==> src/flash_seq_cfg.svh <==
// constants for the flash command sequencer
// assumes a single 125 MHz memory clock and an SDRAM-style command bus
`ifndef FLASH_SEQ_CFG_SVH
`define FLASH_SEQ_CFG_SVH
`define OPC_PROGRAM      8'h40
`define OPC_STATUS       8'h70
`define CLK_PERIOD_NS    8
`define ADDR_W           24
`define DATA_W           16
`define BANK_W           2
`define ROW_W            12
`define COL_W            9
`define MA_W             12
`define OPC_LSB          0
`define OPC_MSB          7
`define COL_LSB          1
`define ROW_LSB          10
`define BANK_LSB         22
`define STATUS_W         8
`define DLY_W            4
`define DLY_RESET        4'h3
`define CL_RESET         2'h2
`define CL_MIN           2'h1
`endif

==> src/flash_seq_pkg.sv <==
// types shared by the flash command sequencer
// assumes flash_seq_cfg.svh supplies all widths except the 4-bit enums and the 2-bit latency field
`include "flash_seq_cfg.svh"
package flash_seq_pkg;
  typedef enum logic [3:0] {
    CMD_NOP, CMD_LOAD_CMD_REG, CMD_ACTIVE, CMD_READ, CMD_WRITE,
    CMD_PRECHARGE, CMD_REFRESH
  } mem_cmd_type;
  typedef enum logic [3:0] {
    ST_IDLE, ST_LCR, ST_LCR_WAIT, ST_ACT, ST_RCD_WAIT, ST_RW, ST_LAT_WAIT,
    ST_PRE_WAIT, ST_REF, ST_RC_WAIT
  } seq_state_type;
  typedef struct packed {
    mem_cmd_type             cmd;
    logic [`BANK_W-1:0]      bank;
    logic [`MA_W-1:0]        addr;
    logic [`DATA_W-1:0]      wdata;
    logic                    drive_data;
  } mem_bus_type;
  typedef struct packed {
    logic [`DLY_W-1:0]       row_to_column_delay;
    logic [`DLY_W-1:0]       precharge_delay;
    logic [`DLY_W-1:0]       row_cycle_delay;
    logic [1:0]              read_latency_cycles;
  } timing_type;
  typedef struct packed {
    seq_state_type           state;
    logic                    is_write;
    logic [`ADDR_W-1:0]      addr;
    logic [`DATA_W-1:0]      wdata;
    logic [`DLY_W-1:0]       count;
    mem_bus_type             bus;
    logic                    busy;
    logic                    done;
    logic [`STATUS_W-1:0]    status;
    logic                    ref_pending;
  } seq_regs_type;
endpackage

==> src/flash_cmd_sequencer.sv <==
// flash command sequencer: host accesses to the flash region become command triplets
// assumes host signals and timing settings are on core_clk_in; read data is sampled
// at the clock edge the latency setting names, no further synchronising
`timescale 1ns/100ps
`include "flash_seq_cfg.svh"
module flash_cmd_sequencer (
  // clock and reset
  input  wire logic                        core_clk_in,
  input  wire logic                        rst_in,
  // host request
  input  wire logic                        req_valid_in,
  input  wire logic                        req_write_in,
  input  wire logic [`ADDR_W-1:0]          req_addr_in,
  input  wire logic [`DATA_W-1:0]          req_wdata_in,
  input  wire logic                        refresh_req_in,
  // timing settings
  input  wire flash_seq_pkg::timing_type   timing_in,
  // host answer
  output logic                             busy_out,
  output logic                             done_out,
  output logic [`STATUS_W-1:0]             status_out,
  // memory bus
  output flash_seq_pkg::mem_bus_type       mem_out,
  input  wire logic [`DATA_W-1:0]          mem_rdata_in
);
  flash_seq_pkg::seq_regs_type r;
  flash_seq_pkg::seq_regs_type next_r;

  // a zero setting still costs one cycle so commands never collide
  function automatic logic [`DLY_W-1:0] wait_count(input logic [`DLY_W-1:0] d);
    wait_count = (d == '0) ? '0 : d - 4'h1;
  endfunction

  function automatic logic [`DLY_W-1:0] latency_count(input logic [1:0] cl);
    logic [1:0] c;
    c = (cl < `CL_MIN) ? `CL_MIN : cl;
    // read is registered at the end of its bus cycle, so data lands this many cycles on
    latency_count = {2'h0, c};
  endfunction

  function automatic flash_seq_pkg::mem_bus_type idle_bus();
    idle_bus = '0;
    idle_bus.cmd = flash_seq_pkg::CMD_NOP;
  endfunction

  function automatic logic [`BANK_W-1:0] bank_of(input logic [`ADDR_W-1:0] a);
    bank_of = a[`BANK_LSB +: `BANK_W];
  endfunction

  function automatic logic [`MA_W-1:0] row_of(input logic [`ADDR_W-1:0] a);
    row_of = a[`ROW_LSB +: `MA_W];
  endfunction

  // column sits on the low address lines, the upper lines idle at zero
  function automatic logic [`MA_W-1:0] col_of(input logic [`ADDR_W-1:0] a);
    col_of = `MA_W'(a[`COL_LSB +: `COL_W]);
  endfunction

  always_comb begin
    next_r = r;
    next_r.done = 1'b0;
    next_r.bus = idle_bus();
    if (refresh_req_in) begin
      next_r.ref_pending = 1'b1;
    end
    case (r.state)
      flash_seq_pkg::ST_IDLE: begin
        if (r.ref_pending) begin
          next_r.state = flash_seq_pkg::ST_REF;
        end else if (req_valid_in) begin
          next_r.busy = 1'b1;
          next_r.is_write = req_write_in;
          next_r.addr = req_addr_in;
          next_r.wdata = req_wdata_in;
          next_r.state = flash_seq_pkg::ST_LCR;
        end
      end
      flash_seq_pkg::ST_LCR: begin
        next_r.bus.cmd = flash_seq_pkg::CMD_LOAD_CMD_REG;
        next_r.bus.bank = bank_of(r.addr);
        next_r.bus.addr = row_of(r.addr);
        next_r.bus.addr[`OPC_MSB:`OPC_LSB] = r.is_write ? `OPC_PROGRAM
                                                        : `OPC_STATUS;
        next_r.count = wait_count(timing_in.row_cycle_delay);
        next_r.state = flash_seq_pkg::ST_LCR_WAIT;
      end
      flash_seq_pkg::ST_LCR_WAIT: begin
        if (r.count == '0) begin
          next_r.state = flash_seq_pkg::ST_ACT;
        end else begin
          next_r.count = r.count - 4'h1;
        end
      end
      flash_seq_pkg::ST_ACT: begin
        next_r.bus.cmd = flash_seq_pkg::CMD_ACTIVE;
        next_r.bus.bank = bank_of(r.addr);
        next_r.bus.addr = row_of(r.addr);
        next_r.count = wait_count(timing_in.row_to_column_delay);
        next_r.state = flash_seq_pkg::ST_RCD_WAIT;
      end
      flash_seq_pkg::ST_RCD_WAIT: begin
        if (r.count == '0) begin
          next_r.state = flash_seq_pkg::ST_RW;
        end else begin
          next_r.count = r.count - 4'h1;
        end
      end
      flash_seq_pkg::ST_RW: begin
        next_r.bus.bank = bank_of(r.addr);
        next_r.bus.addr = col_of(r.addr);
        if (r.is_write) begin
          // single word only; the flash takes no bursts so no terminate follows
          next_r.bus.cmd = flash_seq_pkg::CMD_WRITE;
          next_r.bus.wdata = r.wdata;
          next_r.bus.drive_data = 1'b1;
          next_r.count = wait_count(timing_in.precharge_delay);
          next_r.state = flash_seq_pkg::ST_PRE_WAIT;
        end else begin
          next_r.bus.cmd = flash_seq_pkg::CMD_READ;
          next_r.count = latency_count(timing_in.read_latency_cycles);
          next_r.state = flash_seq_pkg::ST_LAT_WAIT;
        end
      end
      flash_seq_pkg::ST_LAT_WAIT: begin
        if (r.count == '0) begin
          next_r.status = mem_rdata_in[`STATUS_W-1:0];
          next_r.busy = 1'b0;
          next_r.done = 1'b1;
          next_r.state = flash_seq_pkg::ST_IDLE;
        end else begin
          next_r.count = r.count - 4'h1;
        end
      end
      flash_seq_pkg::ST_PRE_WAIT: begin
        // no new active leaves idle before the precharge time has run
        if (r.count == '0) begin
          next_r.busy = 1'b0;
          next_r.done = 1'b1;
          next_r.state = flash_seq_pkg::ST_IDLE;
        end else begin
          next_r.count = r.count - 4'h1;
        end
      end
      flash_seq_pkg::ST_REF: begin
        next_r.bus.cmd = flash_seq_pkg::CMD_REFRESH;
        next_r.ref_pending = refresh_req_in;
        next_r.count = wait_count(timing_in.row_cycle_delay);
        next_r.state = flash_seq_pkg::ST_RC_WAIT;
      end
      flash_seq_pkg::ST_RC_WAIT: begin
        if (r.count == '0) begin
          next_r.state = flash_seq_pkg::ST_IDLE;
        end else begin
          next_r.count = r.count - 4'h1;
        end
      end
      default: begin
        next_r.state = flash_seq_pkg::ST_IDLE;
      end
    endcase
  end

  always_ff @(posedge core_clk_in) begin
    if (rst_in) begin
      r <= '0;
    end else begin
      r <= next_r;
    end
  end

  assign busy_out = r.busy;
  assign done_out = r.done;
  assign status_out = r.status;
  assign mem_out = r.bus;
endmodule

==> config.mk <==
export PLATFORM = sky130hd
export DESIGN_NAME = flash_cmd_sequencer
export DESIGN_NICKNAME = d
export VERILOG_FILES = /design/src/flash_seq_pkg.sv /design/src/flash_cmd_sequencer.sv
export VERILOG_INCLUDE_DIRS = /design/src /design/src/src
export SDC_FILE = /design/constraint.sdc
export NUM_CORES = 1
export LEC_CHECK = 0
export ABC_CLOCK_PERIOD_IN_PS = 1700
export BUFFER_PORTS_ARGS = -buffer_cell sky130_fd_sc_hd__buf_2
export CORE_ASPECT_RATIO = 1.1
export CORE_MARGIN = 2
export CORE_UTILIZATION = 25
export CTS_CLUSTER_DIAMETER = 100
export DETAILED_ROUTE_END_ITERATION = 10
export GPL_ROUTABILITY_DRIVEN = 0
export SLEW_MARGIN = 15
export SYNTH_ARGS = -nofsm -noshare
export SYNTH_HDL_FRONTEND = slang
export SYNTH_SLANG_ARGS = --single-unit
==> constraint.sdc <==
create_clock -name core_clk_in -period 1.7 [get_ports core_clk_in]
set_input_delay 0.17 -clock core_clk_in [delete_from_list [all_inputs] [get_ports core_clk_in]]
set_output_delay 0.17 -clock core_clk_in [all_outputs]
set_load 0.1 [all_outputs]
# After elaboration in Yosys (flattened, before gate mapping)

Cells that the tools add are included.

Add/subtract/negate cells: 4
$mul: 0
Div/mod/pow operators: 0
Magnitude comparators: 1
Equal/unequal tests: 18
Shift operators: 0
Multiplexer cells: 26
Bitwise operators: 3
Reduce and logical (&&, ||, !) cells: 18

Operators by type and width:

| cell                                                 | number |
|---|---|
| 2-to-1 mux 45 bit                                    | 1 |
| case mux 14 bit (3 select lines)                     | 1 |
| 2-to-1 mux 4 bit                                     | 8 |
| case mux 4 bit (4 select lines)                      | 2 |
| case mux 4 bit (8 select lines)                      | 1 |
| zero test 4 bit                                      | 5 |
| equality test 4 x 3 -> 1 bit (second input constant) | 4 |
| subtractor 4 x 1 -> 4 bit (second input constant)    | 4 |
| != test 2 bit (second input constant)                | 7 |
| 2-to-1 mux 10 bit                                    | 1 |
| equality test 4 x 2 -> 1 bit (second input constant) | 2 |
| equality test 4 bit (second input constant)          | 2 |
| 2-to-1 mux 8 bit                                     | 1 |
| 2-to-1 mux 1 bit                                     | 6 |
| 2-to-1 mux 6 bit                                     | 1 |
| OR reduction 3 bit                                   | 2 |
| AND reduction 5 bit                                  | 1 |
| OR reduction 5 bit                                   | 1 |
| equality test 4 x 1 -> 1 bit (second input constant) | 1 |
| 2-to-1 mux 2 bit                                     | 2 |
| AND reduction 2 bit                                  | 2 |
| AND reduction 4 bit                                  | 1 |
| nonzero test 4 bit                                   | 1 |
| OR reduction 2 bit                                   | 2 |
| other kinds (9)                                      | 11 |

Flip-flop bits (word level): 95
Latch bits: 0
RAM bits: 0
Memory bits (read-only): 0
Bits of input ports: 75
Output and inout bits: 45
Memories kept: 0

# Depth between registers and ports, before layout

Word-level depth: 4
Mapped depth: 8

# Worst setup path after synthesis

Ideal clock, no wire load.

Kind: reg2reg
From: register r[94] (netlist bit)
To: register r[48] (netlist bit)
Arrival: 1604 ps
Data required time: 1614 ps
Slack: 10 ps
Cell stages (with the launch flop): 7
Buffers on the path: 1
Cell sequence: dfxtp_1 buf_6 or3b_4 or3_4 o22ai_1 nor3_1 a211oi_1

Word-level cells in the longest chain between the ends: 4

RTL lines:

| element                                                                   | line                       | source |
|---|---|---|
| start: declaration                                                        | flash_cmd_sequencer.sv:26  | `flash_seq_pkg::seq_regs_type r;` |
| start signal: assignment                                                  | flash_cmd_sequencer.sv:167 | `r <= next_r;` |
| equality test 4 bit (tied with other cells)                               | flash_cmd_sequencer.sv:66  | `case (r.state)` |
| OR reduction 5 bit (no line) / OR reduction 2 bit (equally long branches) | --                         |  |
| != test 2 bit (no line) / nonzero test 4 bit (equally long branches)      | --                         |  |
| AND reduction 2 bit (no line)                                             | --                         |  |

Several ways; a longest one is shown, not always the timed one.
A chain may end at the register's enable or synchronous reset.

# Final worst setup path

From: register r[94] (netlist bit)
To: register r[47] (netlist bit)

The elaborated chain is that of the path after synthesis.

==> impl_metrics.json <==
{
  "required_ns": 1.95,
  "yosys_warnings": 0,
  "place_area_um2": 4680,
  "syn_inst": 472,
  "cp_slowest_cell": "or3b_4",
  "synth_edf_count": 0,
  "cts.clk_slew.worst_paths_ns": 0.07,
  "finalSetupViolations": 0,
  "cp-end-kind": "flip-flop",
  "die_h_um": 136,
  "final_cell_area_um2": 5160,
  "finalHoldViolCount": 0,
  "initial_core_util_pct": 25.5,
  "area_growth_syn_to_layout_pct": 29.8,
  "slew_violations": 0,
  "htreeDepth": 3,
  "synth_ff_type": "dfxtp_1",
  "die-area_um2": 16900,
  "track_usage_pct": 11.6,
  "cpPeakStageDelay_ns": 0.40,
  "pwr-share-comb_pct": 34.7,
  "tns_ns": 0,
  "core_area_um2": 15600,
  "hp-class": "in2reg",
  "sequentialPowerShare_pct": 36.5,
  "switching_share_pct": 33.3,
  "timing.fmax_ghz": 0.600,
  "drc": 0,
  "nFillCells": 1686,
  "final_util_pct": 33.1,
  "vdd_drop_max_v": 0.000392,
  "grt_pass1_wl_um": 15500,
  "cts_sinks": 93,
  "antenna_cells": 0,
  "numCtsBuffers": 9,
  "drt-total-wl_um": 10200,
  "drtIter0Drc": 161,
  "firstDrtPassIters": 4,
  "synth.distinct_cells": 43,
  "period_minus_slack_ns": 1.67,
  "synth.most_common_cell": "dfxtp_1",
  "status": "complete, no violations",
  "synth-async-reset-ratio_pct": 0,
  "row_count": 48,
  "cts_hold_buf": 0,
  "criticalPathCategory": "reg2reg",
  "synth_largest_area_cell": "dfxtp_1",
  "leakage_nw": 2.25,
  "grt_max_degree": 41,
  "intPower_w": 0.00483,
  "nNetsFinal": 649,
  "synth_seq_cells": 93,
  "dp_hpwl_um": 7450,
  "clk_latency_ns": 0.34,
  "cap_violations": 0,
  "fin_crit_sh_pct": 98.0,
  "syn_nets": 553,
  "io_pins": 120,
  "drt-wirelength-per-cell_um": 13.1,
  "synth_seq_area_share_pct": 46.8,
  "drive_gt1_share_pct": 34.9,
  "p_clk_share_pct": 28.9,
  "grt_overflow": 0,
  "cp_cell_sequence": "or3b_4 > or3_4 > o22ai_1 > nor3_1 > a211oi_1",
  "antenna_found_initial": 0,
  "ant_nets": 0,
  "cp_max_fo": 6,
  "yosysTopAreaCellShare_pct": 46.8,
  "arrival_ns": 1.92,
  "fp.dieW_um": 124,
  "port_buffers": 109,
  "power_density_nw_per_um2": 1400,
  "vias": 3369,
  "synth_area_um2": 3980,
  "p_switching_w": 0.00241,
  "avgViaCountPerCell": 4.36,
  "clockBufferDepth": 2,
  "synth_common_cells": "dfxtp_1, nand2_1, a21oi_1",
  "finalClockSkew_ns": 0.00866,
  "rsz0062_at_grt": "yes",
  "grt_pass1_vias": 3144,
  "avgSynthCellArea_um2": 8.43,
  "cts_root_buf": "clkbuf_16",
  "synth_area_leaders": "dfxtp_1, buf_4, nand2_1",
  "cts_tree": "done",
  "start_kind": "flip-flop",
  "whs_ns": 0.0360
}
-- final timing paths --
path	from	endpoint	slack, ns	depth (start not counted)
setup / recovery	r[94]$_SDFFE_PP0P_	r[47]$_SDFFE_PP0P_	0.03	5
hold / removal	refresh_req_in	r[0]$_SDFFE_PP0P_	0.04	3
setup reg to reg	r[94]$_SDFFE_PP0P_	r[47]$_SDFFE_PP0P_	0.03	5
hold reg to reg	r[89]$_SDFFE_PP0P_	mem_out[30]$_SDFF_PP0_	0.43	2
-- per-stage QoR --
stage                     cells  total power [W]  setup WS [ns]
final                       773          0.00724         0.0339
after global routing        773          0.00768        -0.0151
after CTS                   770          0.00707        0.00363
after detailed placement    754          0.00491        -0.0900
after global placement      754          0.00489        -0.0592
after floorplan             472          0.00412         0.0103
-- routing by layer --
metal	GRT usage [%]	routed length, um
met1	13.6	4540
met2	20.2	4960
met3	3.54	514
met4	3.75	145
met5	0	0
-- timing repair --
item / 4_1_cts / 5_1_grt
resized for setup: 9 / 26
setup endpoints to repair: 6 / 47
gates cloned: 0 / 1
buffers inserted: 0 / 2
pin swaps: 0 / 13
-- critical path, delay by kind of cell (launching register included) --
| family | cells | cell delay, ns |
|---|---|---|
| DFF | 1 | 0.37 |
| and+or+nand+nor | 3 | 0.87 |
| AOI/OAI and AO/OA | 2 | 0.35 |
-- power by group through the flow --
| stage | Clock (W) | Sequential [W] | Combinational [W] |
|---|---|---|---|
| finish | 0.00209 | 0.00264 | 0.00251 |
| CTS | 0.00216 | 0.00263 | 0.00228 |
| global route | 0.00227 | 0.00267 | 0.00274 |
| floorplan | 0 | 0.00265 | 0.00148 |
| global placement | 0 | 0.00266 | 0.00223 |
| detailed placement | 0 | 0.00267 | 0.00224 |
-- cell usage in the layout (no fill, tap or decap), types with 2 or more instances in the layout --
cell type    n
buf_2      109
nand2_1     87
dfxtp_1     87
a21oi_1     46
buf_4       40
nor2_1      36
and2_1      20
nor3_1      14
inv_1       13
mux2i_1     10
clkbuf_16   10
a22oi_1      7
nor3b_1      6
xnor2_1      6
o21ai_0      5
ha_1         5
a211oi_1     4
dfxtp_4      4
nand2b_1     3
nand3_1      3
o22ai_1      3
clkinv_4     3
buf_6        3
o21ai_1      2
o22ai_2      2
a31oi_1      2
or2_2        2
a221oi_1     2
clkbuf_8     2
buf_12       2
dfxtp_2      2
-- cell type report --
type | instances | area, um^2 | share of cell area [%]
well taps | 200 | 250 | 4.84
multi-input cells | 295 | 1720 | 33.4
clock inverters | 4 | 56.3 | 1.09
flip-flops and latches | 93 | 1880 | 36.4
repair buffers | 156 | 950 | 18.4
clock buffers | 12 | 256 | 4.97
inverters | 13 | 48.8 | 0.945
-- flip-flops by register name, summed over array words and instances (netlist names) --
| name | flops |
|---|---|
| status_out | 8 |
| busy_out | 1 |
| r | 49 |
| mem_out | 34 |
| done_out | 1 |
-- cell families after synthesis --
| kind of cell | synth area share (%) |
|---|---|
| and+or+nand+nor | 21.9 |
| DFF | 46.8 |
| AOI/OAI and AO/OA | 13.0 |
| buffers and inverters | 12.6 |
| muxes | 2.52 |
| adders and majority gates | 1.89 |
| xor gates and xnor gates | 1.32 |
| other | 0.0942 |
No activity file was read; power rests on OpenSTA's default activity.
